--- config.mk ---
export PLATFORM = sky130hd
export DESIGN_NAME = smsc_responder
export DESIGN_NICKNAME = d
export VERILOG_FILES = /design/src/verilog/smsc_pkg.sv /design/src/verilog/smsc_table.sv /design/src/verilog/smsc_responder.sv
export SDC_FILE = /design/constraint.sdc
export NUM_CORES = 1
export LEC_CHECK = 0
export BUFFER_PORTS_ARGS = -buffer_cell sky130_fd_sc_hd__buf_2
export CAP_MARGIN = 20
export CELL_PAD_IN_SITES_DETAIL_PLACEMENT = 1
export CELL_PAD_IN_SITES_GLOBAL_PLACEMENT = 2
export CORE_MARGIN = 2
export CORE_UTILIZATION = 42
export DETAILED_ROUTE_END_ITERATION = 10
export PLACE_DENSITY_LB_ADDON = 0.1
export RECOVER_POWER = 100
export SLEW_MARGIN = 20
export SYNTH_ARGS = -nofsm -noshare
export SYNTH_HDL_FRONTEND = slang
export SYNTH_SLANG_ARGS = --single-unit
--- constraint.sdc ---
create_clock -name i_clk_sys -period 5.35 [get_ports i_clk_sys]
set_input_delay 1.07 -clock i_clk_sys [delete_from_list [all_inputs] [get_ports i_clk_sys]]
set_output_delay 1.07 -clock i_clk_sys [all_outputs]
set_load 0.1 [all_outputs]
--- src/verilog/smsc_pkg.sv ---
package smsc_pkg;

  // ****************************************************************
  // frame characters
  // ****************************************************************
  localparam logic [7:0] ENQ_C      = 8'h05;
  localparam logic [7:0] EOT_C      = 8'h04;
  localparam logic [7:0] ACK_C      = 8'h06;
  localparam logic [7:0] NAK_C      = 8'h15;
  localparam logic [7:0] ETX_C      = 8'h03;
  localparam logic [7:0] CMD_MON    = 8'h59;
  localparam logic [7:0] CMD_RD     = 8'h52;
  localparam logic [7:0] CASE_MASK  = 8'h20;
  localparam logic [7:0] TYPE_HI    = 8'h53;
  localparam logic [7:0] TYPE_LO    = 8'h54;
  localparam logic [7:0] ASC_ZERO   = 8'h30;
  localparam logic [7:0] ASC_NINE   = 8'h39;
  localparam logic [7:0] ASC_A      = 8'h41;
  localparam logic [7:0] ASC_F      = 8'h46;
  localparam logic [7:0] ASC_LETTER = 8'h37;
  localparam logic [3:0] NIB_TEN    = 4'hA;
  localparam logic [3:0] NIB_NINE   = 4'h9;

  // ****************************************************************
  // limits, counts and error codes
  // ****************************************************************
  localparam logic [7:0]  REG_SLOTS  = 8'h0A;
  localparam logic [5:0]  BLK_MAX    = 6'h10;
  localparam logic [5:0]  DATA_MAX   = 6'h3C;
  localparam logic [5:0]  WORD_LEN   = 6'h02;
  localparam int unsigned STAT_BITS  = 160;
  localparam logic [5:0]  STAT_LAST  = 6'h27;
  localparam logic [5:0]  ECHO_LAST  = 6'h04;
  localparam logic [5:0]  ERR_LAST   = 6'h03;
  localparam logic [5:0]  PAIR_LAST  = 6'h01;
  localparam logic [15:0] ERR_DATA   = 16'h0011;
  localparam logic [15:0] ERR_CMD    = 16'h0021;
  localparam logic [15:0] ERR_TYPE   = 16'h0031;
  localparam logic [15:0] ERR_DEVICE = 16'h1132;

  // ****************************************************************
  // monitor table entry: kind, count, base address
  // ****************************************************************
  localparam int unsigned IDX_W    = 4;
  localparam int unsigned CNT_W    = 6;
  localparam int unsigned ADDR_W   = 16;
  localparam int unsigned ENTRY_W  = 1 + CNT_W + ADDR_W;
  localparam int unsigned KIND_BIT = ENTRY_W - 1;

  typedef enum logic [17:0] {
    S_IDLE  = 18'h0_0001,
    S_RSTA  = 18'h0_0002,
    S_RCMD  = 18'h0_0004,
    S_RARG  = 18'h0_0008,
    S_REOT  = 18'h0_0010,
    S_RBCC  = 18'h0_0020,
    S_LOOK  = 18'h0_0040,
    S_THDR  = 18'h0_0080,
    S_TECHO = 18'h0_0100,
    S_TCNT  = 18'h0_0200,
    S_TLEN  = 18'h0_0400,
    S_FETCH = 18'h0_0800,
    S_WAIT  = 18'h0_1000,
    S_TDATA = 18'h0_2000,
    S_TSTAT = 18'h0_4000,
    S_TERR  = 18'h0_8000,
    S_TETX  = 18'h1_0000,
    S_TBCC  = 18'h2_0000
  } smsc_state_t;

  // ****************************************************************
  // hex helpers
  // ****************************************************************
  function automatic logic [7:0] hex_char(input logic [3:0] n);
    hex_char = (n < NIB_TEN) ? ASC_ZERO + {4'h0, n}
                             : ASC_LETTER + {4'h0, n};
  endfunction : hex_char

  // bit 4 flags a legal uppercase hex digit
  function automatic logic [4:0] hex_val(input logic [7:0] c);
    if (c >= ASC_ZERO && c <= ASC_NINE)
      hex_val = {1'b1, c[3:0]};
    else if (c >= ASC_A && c <= ASC_F)
      hex_val = {1'b1, c[3:0] + NIB_NINE};
    else
      hex_val = 5'h00;
  endfunction : hex_val

  function automatic logic [3:0] pick_nib(input logic [7:0] b,
                                          input logic       lo);
    pick_nib = lo ? b[3:0] : b[7:4];
  endfunction : pick_nib

endpackage : smsc_pkg

--- src/verilog/smsc_table.sv ---
`timescale 1ns/100ps
// ****************************************************************
// monitor registration table, registered read
// ****************************************************************
module smsc_table #(
  parameter int unsigned DEPTH = 16,
  parameter int unsigned AW    = 4,
  parameter int unsigned W     = 23
) (
  input  wire logic          i_clk_sys,
  input  wire logic          i_nrst,
  input  wire logic          i_wr,
  input  wire logic [AW-1:0] i_waddr,
  input  wire logic [W-1:0]  i_wdata,
  input  wire logic [AW-1:0] i_raddr,
  output logic      [W-1:0]  o_rdata,
  output logic               o_rvalid
);

  logic [W-1:0]     mem [DEPTH];
  logic [DEPTH-1:0] used_q;

  // storage; a write to a used slot simply replaces it
  always_ff @(posedge i_clk_sys)
  begin
    if (i_wr)
      mem[i_waddr] <= i_wdata;
  end

  // occupancy must be known after reset, the words need not
  always_ff @(posedge i_clk_sys or negedge i_nrst)
  begin
    if (!i_nrst)
      used_q <= '0;
    else if (i_wr)
      used_q[i_waddr] <= 1'b1;
  end

  // read port, one cycle latency
  always_ff @(posedge i_clk_sys or negedge i_nrst)
  begin
    if (!i_nrst)
    begin
      o_rdata  <= '0;
      o_rvalid <= 1'b0;
    end
    else
    begin
      o_rdata  <= mem[i_raddr];
      o_rvalid <= used_q[i_raddr];
    end
  end

endmodule : smsc_table

--- src/verilog/smsc_responder.sv ---
`timescale 1ns/100ps
// What this block does
// - answer with current data of stored devices
// - lowercase request carries ENQ-to-EOT sum check
// - acknowledge layout follows stored entry kind
// - single: count, per block length+data, max 16
// - continuous: one length, data, ETX, check
// - replies echo station, letter, index verbatim
// - errors send NAK..ETX plus lowercase sum check
// - NAK carries four-character hex error code
// - lowercase status query carries sum check
// - status ACK echoes fields, record, ETX, check
// - status record is 20 bytes, 40 characters
// - ten slots, re-registering overwrites the slot
// - stored entry mirrors a read command body
module smsc_responder #(
  parameter int unsigned CNT_W  = 6,
  parameter int unsigned ADDR_W = 16
) (
  input  wire logic                       i_clk_sys,
  input  wire logic                       i_nrst,
  input  wire logic [7:0]                 i_station,
  input  wire logic                       i_rx_valid,
  input  wire logic [7:0]                 i_rx_byte,
  output logic                            o_tx_valid,
  output logic      [7:0]                 o_tx_byte,
  input  wire logic                       i_tx_ready,
  input  wire logic                       i_reg_wr,
  input  wire logic [smsc_pkg::IDX_W-1:0] i_reg_idx,
  input  wire logic                       i_reg_single,
  input  wire logic [CNT_W-1:0]           i_reg_count,
  input  wire logic [ADDR_W-1:0]          i_reg_base,
  output logic                            o_dev_rd,
  output logic      [ADDR_W-1:0]          o_dev_addr,
  input  wire logic [7:0]                 i_dev_data,
  input  wire logic [smsc_pkg::STAT_BITS-1:0] i_status
);

  smsc_pkg::smsc_state_t state_q;
  logic [5:0]  pos_q;
  logic [7:0]  sta0_q, sta1_q, cmd_q, arg0_q, arg1_q, bcc0_q;
  logic [7:0]  rsum_q, tsum_q, data_q;
  logic        nak_q, stat_q, single_q;
  logic [15:0] err_q;
  logic [5:0]  cnt_q, rem_q, blk_q;
  logic [smsc_pkg::ENTRY_W-1:0] ent;
  logic        ent_ok, lower, rx_start, fire, emit, reg_ok;
  logic [4:0]  hx, sh0, sh1, ah0, ah1, bh0;
  logic [7:0]  upper, idx, stat_byte, char_d;
  logic        sta_match, bcc_good, dec_nak;
  logic [15:0] dec_err;
  smsc_pkg::smsc_state_t dec_state;

  // ****************************************************************
  // registration table
  // ****************************************************************
  assign reg_ok = {4'h0, i_reg_idx} < smsc_pkg::REG_SLOTS;

  // slots above the limit are never written, so never valid
  smsc_table #(
    .DEPTH (16),
    .AW    (smsc_pkg::IDX_W),
    .W     (smsc_pkg::ENTRY_W)
  ) u_table (
    .i_clk_sys (i_clk_sys),
    .i_nrst    (i_nrst),
    .i_wr      (i_reg_wr && reg_ok),
    .i_waddr   (i_reg_idx),
    .i_wdata   ({i_reg_single, i_reg_count, i_reg_base}),
    .i_raddr   (idx[smsc_pkg::IDX_W-1:0]),
    .o_rdata   (ent),
    .o_rvalid  (ent_ok)
  );

  // ****************************************************************
  // request decode
  // ****************************************************************
  // frame verdict, evaluated in the cycle of the last request byte
  always_comb
  begin
    hx        = smsc_pkg::hex_val(i_rx_byte);
    sh0       = smsc_pkg::hex_val(sta0_q);
    sh1       = smsc_pkg::hex_val(sta1_q);
    ah0       = smsc_pkg::hex_val(arg0_q);
    ah1       = smsc_pkg::hex_val(arg1_q);
    bh0       = smsc_pkg::hex_val(bcc0_q);
    idx       = {ah0[3:0], ah1[3:0]};
    lower     = (cmd_q & smsc_pkg::CASE_MASK) != 8'h00;
    upper     = cmd_q & ~smsc_pkg::CASE_MASK;
    rx_start  = i_rx_valid && i_rx_byte == smsc_pkg::ENQ_C;
    sta_match = sh0[4] && sh1[4] && {sh0[3:0], sh1[3:0]} == i_station;
    bcc_good  = !lower || (bh0[4] && hx[4] &&
                {bh0[3:0], hx[3:0]} == rsum_q);
    dec_state = smsc_pkg::S_THDR;
    dec_nak   = 1'b1;
    dec_err   = smsc_pkg::ERR_CMD;
    if (!sta_match)
      dec_state = smsc_pkg::S_IDLE;
    else if (!bcc_good)
      dec_err = smsc_pkg::ERR_DATA;
    else if (upper == smsc_pkg::CMD_MON)
    begin
      if (!(ah0[4] && ah1[4]))
        dec_err = smsc_pkg::ERR_DATA;
      else if (idx >= smsc_pkg::REG_SLOTS)
        dec_err = smsc_pkg::ERR_DEVICE;
      else
      begin
        dec_state = smsc_pkg::S_LOOK;
        dec_nak   = 1'b0;
      end
    end
    else if (upper == smsc_pkg::CMD_RD)
    begin
      if (arg0_q == smsc_pkg::TYPE_HI && arg1_q == smsc_pkg::TYPE_LO)
        dec_nak = 1'b0;
      else
        dec_err = smsc_pkg::ERR_TYPE;
    end
  end

  // raw request fields, kept for the verbatim echo
  always_ff @(posedge i_clk_sys or negedge i_nrst)
  begin
    if (!i_nrst)
    begin
      sta0_q <= 8'h00;
      sta1_q <= 8'h00;
      cmd_q  <= 8'h00;
      arg0_q <= 8'h00;
      arg1_q <= 8'h00;
      bcc0_q <= 8'h00;
      rsum_q <= 8'h00;
    end
    else if (rx_start && state_q inside {smsc_pkg::S_IDLE,
             smsc_pkg::S_RSTA, smsc_pkg::S_RCMD, smsc_pkg::S_RARG,
             smsc_pkg::S_REOT, smsc_pkg::S_RBCC})
      rsum_q <= smsc_pkg::ENQ_C;
    else if (i_rx_valid)
    begin
      case (state_q)
        smsc_pkg::S_RSTA:
        begin
          if (pos_q == 6'h00) sta0_q <= i_rx_byte;
          else sta1_q <= i_rx_byte;
          rsum_q <= rsum_q + i_rx_byte;
        end
        smsc_pkg::S_RCMD:
        begin
          cmd_q  <= i_rx_byte;
          rsum_q <= rsum_q + i_rx_byte;
        end
        smsc_pkg::S_RARG:
        begin
          if (pos_q == 6'h00) arg0_q <= i_rx_byte;
          else arg1_q <= i_rx_byte;
          rsum_q <= rsum_q + i_rx_byte;
        end
        smsc_pkg::S_REOT: rsum_q <= rsum_q + i_rx_byte;
        smsc_pkg::S_RBCC: if (pos_q == 6'h00) bcc0_q <= i_rx_byte;
        default: rsum_q <= rsum_q;
      endcase
    end
  end

  // ****************************************************************
  // reply character selection
  // ****************************************************************
  assign stat_byte = 8'(i_status >> {pos_q[5:1], 3'b000});
  assign emit = state_q inside {smsc_pkg::S_THDR, smsc_pkg::S_TECHO,
                smsc_pkg::S_TCNT, smsc_pkg::S_TLEN, smsc_pkg::S_TDATA,
                smsc_pkg::S_TSTAT, smsc_pkg::S_TERR, smsc_pkg::S_TETX,
                smsc_pkg::S_TBCC};
  assign fire = emit && (!o_tx_valid || i_tx_ready);

  // each field goes out high nibble first
  always_comb
  begin
    case (state_q)
      smsc_pkg::S_THDR:
        char_d = nak_q ? smsc_pkg::NAK_C : smsc_pkg::ACK_C;
      smsc_pkg::S_TECHO:
        case (pos_q[2:0])
          3'h0:    char_d = sta0_q;
          3'h1:    char_d = sta1_q;
          3'h2:    char_d = cmd_q;
          3'h3:    char_d = arg0_q;
          default: char_d = arg1_q;
        endcase
      smsc_pkg::S_TCNT:
        char_d = smsc_pkg::hex_char(smsc_pkg::pick_nib({2'b00, cnt_q},
                 pos_q[0]));
      smsc_pkg::S_TLEN:
        char_d = smsc_pkg::hex_char(smsc_pkg::pick_nib({2'b00,
                 single_q ? smsc_pkg::WORD_LEN : cnt_q}, pos_q[0]));
      smsc_pkg::S_TDATA:
        char_d = smsc_pkg::hex_char(smsc_pkg::pick_nib(data_q,
                 pos_q[0]));
      smsc_pkg::S_TSTAT:
        char_d = smsc_pkg::hex_char(smsc_pkg::pick_nib(stat_byte,
                 pos_q[0]));
      smsc_pkg::S_TERR:
        char_d = smsc_pkg::hex_char(smsc_pkg::pick_nib(pos_q[1] ?
                 err_q[7:0] : err_q[15:8], pos_q[0]));
      smsc_pkg::S_TETX: char_d = smsc_pkg::ETX_C;
      smsc_pkg::S_TBCC:
        char_d = smsc_pkg::hex_char(smsc_pkg::pick_nib(tsum_q,
                 pos_q[0]));
      default: char_d = 8'h00;
    endcase
  end

  // output holding register; a stalled character stays put
  always_ff @(posedge i_clk_sys or negedge i_nrst)
  begin
    if (!i_nrst)
    begin
      o_tx_valid <= 1'b0;
      o_tx_byte  <= 8'h00;
      tsum_q     <= 8'h00;
    end
    else if (fire)
    begin
      o_tx_valid <= 1'b1;
      o_tx_byte  <= char_d;
      if (state_q == smsc_pkg::S_THDR)
        tsum_q <= char_d;
      else if (state_q != smsc_pkg::S_TBCC)
        tsum_q <= tsum_q + char_d;
    end
    else if (i_tx_ready)
      o_tx_valid <= 1'b0;
  end

  // ****************************************************************
  // sequencer
  // ****************************************************************
  // requests arriving while a reply is under way are dropped
  always_ff @(posedge i_clk_sys or negedge i_nrst)
  begin
    if (!i_nrst)
    begin
      state_q  <= smsc_pkg::S_IDLE;
      pos_q    <= 6'h00;
      nak_q    <= 1'b0;
      stat_q   <= 1'b0;
      err_q    <= 16'h0000;
      single_q <= 1'b0;
      cnt_q    <= 6'h00;
      rem_q    <= 6'h00;
      blk_q    <= 6'h00;
      o_dev_rd   <= 1'b0;
      o_dev_addr <= '0;
      data_q   <= 8'h00;
    end
    else
    begin
      o_dev_rd <= state_q == smsc_pkg::S_FETCH;
      case (state_q)
        smsc_pkg::S_IDLE, smsc_pkg::S_RSTA, smsc_pkg::S_RCMD,
        smsc_pkg::S_RARG, smsc_pkg::S_REOT, smsc_pkg::S_RBCC:
          if (rx_start)
          begin
            state_q <= smsc_pkg::S_RSTA;
            pos_q   <= 6'h00;
          end
          else if (i_rx_valid)
          begin
            pos_q <= pos_q + 6'h01;
            case (state_q)
              smsc_pkg::S_RSTA:
                if (pos_q == smsc_pkg::PAIR_LAST)
                  state_q <= smsc_pkg::S_RCMD;
              smsc_pkg::S_RCMD:
              begin
                state_q <= smsc_pkg::S_RARG;
                pos_q   <= 6'h00;
              end
              smsc_pkg::S_RARG:
                if (pos_q == smsc_pkg::PAIR_LAST)
                  state_q <= smsc_pkg::S_REOT;
              smsc_pkg::S_REOT:
              begin
                pos_q <= 6'h00;
                if (i_rx_byte != smsc_pkg::EOT_C)
                  state_q <= smsc_pkg::S_IDLE;
                else if (lower)
                  state_q <= smsc_pkg::S_RBCC;
                else
                begin
                  state_q <= dec_state;
                  nak_q   <= dec_nak;
                  err_q   <= dec_err;
                  stat_q  <= upper == smsc_pkg::CMD_RD;
                end
              end
              smsc_pkg::S_RBCC:
                if (pos_q == smsc_pkg::PAIR_LAST)
                begin
                  pos_q   <= 6'h00;
                  state_q <= dec_state;
                  nak_q   <= dec_nak;
                  err_q   <= dec_err;
                  stat_q  <= upper == smsc_pkg::CMD_RD;
                end
              default: pos_q <= 6'h00;
            endcase
          end
        smsc_pkg::S_LOOK:
        begin
          single_q   <= ent[smsc_pkg::KIND_BIT];
          cnt_q      <= ent[smsc_pkg::KIND_BIT-1 -: CNT_W];
          blk_q      <= ent[smsc_pkg::KIND_BIT-1 -: CNT_W];
          o_dev_addr <= ent[ADDR_W-1:0];
          state_q    <= smsc_pkg::S_THDR;
          if (!ent_ok || ent[smsc_pkg::KIND_BIT-1 -: CNT_W] == 6'h00 ||
              ent[smsc_pkg::KIND_BIT-1 -: CNT_W] >
              (ent[smsc_pkg::KIND_BIT] ? smsc_pkg::BLK_MAX
                                       : smsc_pkg::DATA_MAX))
          begin
            nak_q <= 1'b1;
            err_q <= smsc_pkg::ERR_DEVICE;
          end
        end
        smsc_pkg::S_FETCH:
        begin
          state_q <= smsc_pkg::S_WAIT;
          pos_q   <= 6'h00;
        end
        smsc_pkg::S_WAIT:
          // one idle cycle lets the device answer the read pulse
          if (pos_q == smsc_pkg::PAIR_LAST)
          begin
            data_q     <= i_dev_data;
            o_dev_addr <= o_dev_addr + ADDR_W'(1);
            state_q    <= smsc_pkg::S_TDATA;
            pos_q      <= 6'h00;
          end
          else
            pos_q <= pos_q + 6'h01;
        default:
          if (fire)
          begin
            pos_q <= pos_q + 6'h01;
            case (state_q)
              smsc_pkg::S_THDR:
              begin
                state_q <= smsc_pkg::S_TECHO;
                pos_q   <= 6'h00;
              end
              smsc_pkg::S_TECHO:
                if (pos_q == smsc_pkg::ECHO_LAST)
                begin
                  pos_q   <= 6'h00;
                  state_q <= nak_q ? smsc_pkg::S_TERR :
                             stat_q ? smsc_pkg::S_TSTAT :
                             single_q ? smsc_pkg::S_TCNT :
                             smsc_pkg::S_TLEN;
                end
              smsc_pkg::S_TCNT, smsc_pkg::S_TLEN:
                if (pos_q == smsc_pkg::PAIR_LAST)
                begin
                  pos_q   <= 6'h00;
                  state_q <= (state_q == smsc_pkg::S_TCNT) ?
                             smsc_pkg::S_TLEN : smsc_pkg::S_FETCH;
                  rem_q   <= single_q ? smsc_pkg::WORD_LEN : cnt_q;
                end
              smsc_pkg::S_TDATA:
                if (pos_q == smsc_pkg::PAIR_LAST)
                begin
                  pos_q <= 6'h00;
                  rem_q <= rem_q - 6'h01;
                  if (rem_q > 6'h01)
                    state_q <= smsc_pkg::S_FETCH;
                  else if (single_q && blk_q > 6'h01)
                  begin
                    blk_q   <= blk_q - 6'h01;
                    state_q <= smsc_pkg::S_TLEN;
                  end
                  else
                    state_q <= smsc_pkg::S_TETX;
                end
              smsc_pkg::S_TSTAT:
                if (pos_q == smsc_pkg::STAT_LAST)
                  state_q <= smsc_pkg::S_TETX;
              smsc_pkg::S_TERR:
                if (pos_q == smsc_pkg::ERR_LAST)
                  state_q <= smsc_pkg::S_TETX;
              smsc_pkg::S_TETX:
              begin
                pos_q   <= 6'h00;
                state_q <= lower ? smsc_pkg::S_TBCC
                                 : smsc_pkg::S_IDLE;
              end
              smsc_pkg::S_TBCC:
                if (pos_q == smsc_pkg::PAIR_LAST)
                  state_q <= smsc_pkg::S_IDLE;
              default: state_q <= smsc_pkg::S_IDLE;
            endcase
          end
      endcase
    end
  end
endmodule : smsc_responder

==> flow_summary.yaml <==
status:
  outcome: "finished, violations left"
  violations: "max-capacitance violations, max-slew violations"
clock_tree:
  cts_root_buf: "clkbuf_16"
  post_cts_buffers: 0
  cts_resized: 0
  cts_tree: "built"
  cts.reportedPaths.clkPinSlew_ps: 70
  cts.sinks: 555
  clock_latency_ps: 630
  ctsHoldBuffers: 0
  cts_max_level: 2
  cts_made_buffers: 57
  cts_buffer_depth: 3
placement:
  dpl_cell_area_um2: 29600
  io_buffers: 241
  post-dp-hpwl_mm: 52.9
  finalWeightedCongestion: 1.09
finish:
  diodes: 0
  nets: 2641
  design_area_um2: 31200
  area_delta_synth_final_pct: 16.3
  drive_above_1_share_pct: 20.4
floorplan:
  core_um2: 63100
  fp.dieArea_um2: 65900
  start_util_pct: 42.5
  num_io_pins: 242
  die_w_um: 257
  die_h_um: 257
  rows: 92
synthesis:
  synthTopCellsByCount: "edfxtp_1 (368), dfrtp_1 (186), nand2_1 (183), nor2_1 (107), mux4_2 (100)"
  synth-seq-cells: 555
  synthFlopType: "edfxtp_1"
  syn_inst: 1998
  synth_top_family_by_area: "multiplexers"
  ys_seq_area_share_pct: 58.7
  ys_types: 91
  async_flop_share_pct: 33.7
  yosysTopAreaCellShare_pct: 41.2
  synth-simple-area-share_pct: 11.0
  avgSynthCellArea_um2: 13.4
  synth_edf_count: 368
  synth.top_cells.by_area: "edfxtp_1 (41%), dfrtp_1 (17%), mux4_2 (8.4%)"
  ys_warn_count: 0
  netlist_area_um2: 26800
  synth_most_common_cell: "edfxtp_1"
  synth-compound-area-share_pct: 11.0
  synth_area_leader_cell: "edfxtp_1"
  synth_fa_ha_area_share_pct: 2.62
  synth_xor_area_share_pct: 1.27
  muxShareOfSynthArea_pct: 13.0
setup_path:
  cpMostUsedCell: "a21oi_1"
  crit_fanout: 50
  critPathCaptureType: "flip-flop"
  cp_slowest_cell: "mux4_2"
  cp.arrival_ps: 5390
  path_class: "reg -> reg"
  start_kind: "flip-flop"
  max_stage_delay_ps: 570
  worstPathRequired_ps: 5890
  crit_chain: "buf_12 > mux4_2 > mux2i_1 > o21ai_0 > o22ai_1 > ha_1 > a21oi_1 > a21oi_1 > inv_1 > ha_1 > a21o_1 > a21oi_1 > nor2b_1 > o21a_1 > nor4_1 > nor3_1 > xnor2_1 > or4_1 > o21ai_0"
routing:
  wl_per_cell_um: 23.2
  vias: 18400
  drt_pass1_iterations: 5
  drt-initial-drc-count: 1220
  drc: 0
  ant_nets: 0
  wirelength_mm: 75.7
  routed_via_density: 5.65
sta:
  hold_viol_final: 0
  period_minus_slack_ps: 4840
  tightest_slew_ps: 3100
  relSlewSlack_pct: -107
  rsz0062_at_grt: "no"
  final_max_slew_viol_count: 381
  tns_ps: 0
  fmax_mhz: 206
  clock_skew_ps: 17.6
  report.final.setup_viol: 0
  min_period_over_period_pct: 90.6
pwr:
  p_leak_uw: 0.0121
  powerDensity_nw_per_um2: 405
  vdd_ir_drop_max_mv: 0.284
global_routing:
  antenna_found_initial: 1
  grt_max_degree: 103
  grt_pass1_wl_mm: 118
  grt.overflow.total: 0
  grt_pass1_vias: 19800
  grt.total_usage_pct: 23.0
run:
  drv_cap: 11
min_path:
  hp-class: "reg -> reg"
## registers in the layout, indices dropped and copies added, names as in the netlist, 8 cells and up
signal,cells
arg0_q,8
sta0_q,8
u_table.mem,368
arg1_q,8
state_q,18
bcc0_q,8
u_table.used_q,16
o_dev_addr,16
sta1_q,8
cmd_q,8
o_tx_byte,8
rsum_q,8
data_q,8
tsum_q,8
u_table.o_rdata,23
## layout make-up
| type | instances | area, um^2 |
|---|---|---|
| clock inverter | 35 | 409 |
| inverter | 43 | 161 |
| fill | 6529 | 31900 |
| multi-input combinational | 1432 | 10900 |
| tap | 846 | 1060 |
| sequential | 555 | 15700 |
| clock buffer | 70 | 1510 |
| timing repair buffer | 281 | 1450 |
## metrics by stage
stage / total power (uW) / setup slack, ps / hold WS [ps] / util [%] / std cells
floorplan: 7560 / 703 / 424 / - / 2135
global placement: 8620 / 211 / 360 / 46.9 / 3155
detailed placement: 8730 / 183 / 367 / 46.9 / 3155
CTS: 12900 / 475 / 381 / 49.9 / 3260
global route: 13300 / 64.5 / 395 / 49.4 / 3262
finish: 12600 / 505 / 376 / 49.4 / 3262
## critical path: cells and delay by family (launching register included)
| family | cells | cell delay (ps) |
|---|---|---|
| flops | 1 | 470 |
| xor+xnor | 1 | 140 |
| buf+inv | 2 | 410 |
| compound gates | 8 | 1720 |
| mux | 2 | 710 |
| simple gates | 4 | 770 |
| fa+ha+maj | 2 | 510 |
## metal layers
layer / vias to the layer above / share of wire [%] / track usage (%)
li1: 8375 / - / -
met1: 9422 / 40 / 27.9
met2: 495 / 51 / 40.7
met3: 135 / 5.1 / 4.31
met4: 0 / 3.9 / 8.88
met5: - / 0 / 0
## report_power, final
group | leakage [uW] | switching [uW] | internal (uW)
registers | 0.00577 | 339 | 4980
logic | 0.00537 | 1860 | 1360
clock network | 0.000938 | 1690 | 2390
total | 0.0121 | 3890 | 8730
## final timing paths
kind,slack (ps),start,cells past startpoint,end
hold reg to reg,380,u_table.used_q[14],0,u_table.used_q[14]
min in group asynchronous,1330,i_nrst,1,rsum_q[3]
hold / removal,380,u_table.used_q[14],0,u_table.used_q[14]
max in group asynchronous,1700,i_nrst,2,cmd_q[7]
setup reg to reg,510,pos_q[1],19,tsum_q[7]
setup / recovery,510,pos_q[1],19,tsum_q[7]
## layout by cell type, fill, tap and decap left out, drive strengths merged, types with 8 or more instances in the layout
cell	instances
a211oi	30
a21o	10
a21oi	86
a221o	27
a221oi	12
a222oi	9
a22o	31
a22oi	16
a31oi	40
and2	33
and3	20
buf	215
bufinv	8
clkbuf	136
clkinv	23
conb	138
dfrtp	186
edfxtp	368
ha	53
inv	46
mux2	65
mux2i	46
mux4	100
nand2	183
nand2b	22
nand3	43
nor2	107
nor2b	22
nor3	36
nor3b	12
nor4	18
o21ai	83
o22ai	14
o31ai	14
or2	15
xnor2	29
xor2	10
## logic make-up (layout without fill, tap and decap cells)
group,Yosys count,in the layout
adders and majority gates,55,55
AOI/OAI and AO/OA,426,426
buffers and inverters,148,429
and+or+nand+nor,563,563
muxes,211,211
other,1,138
DFF,555,555
xor gates and xnor gates,39,39
Power figures use the tool's default switching activity.
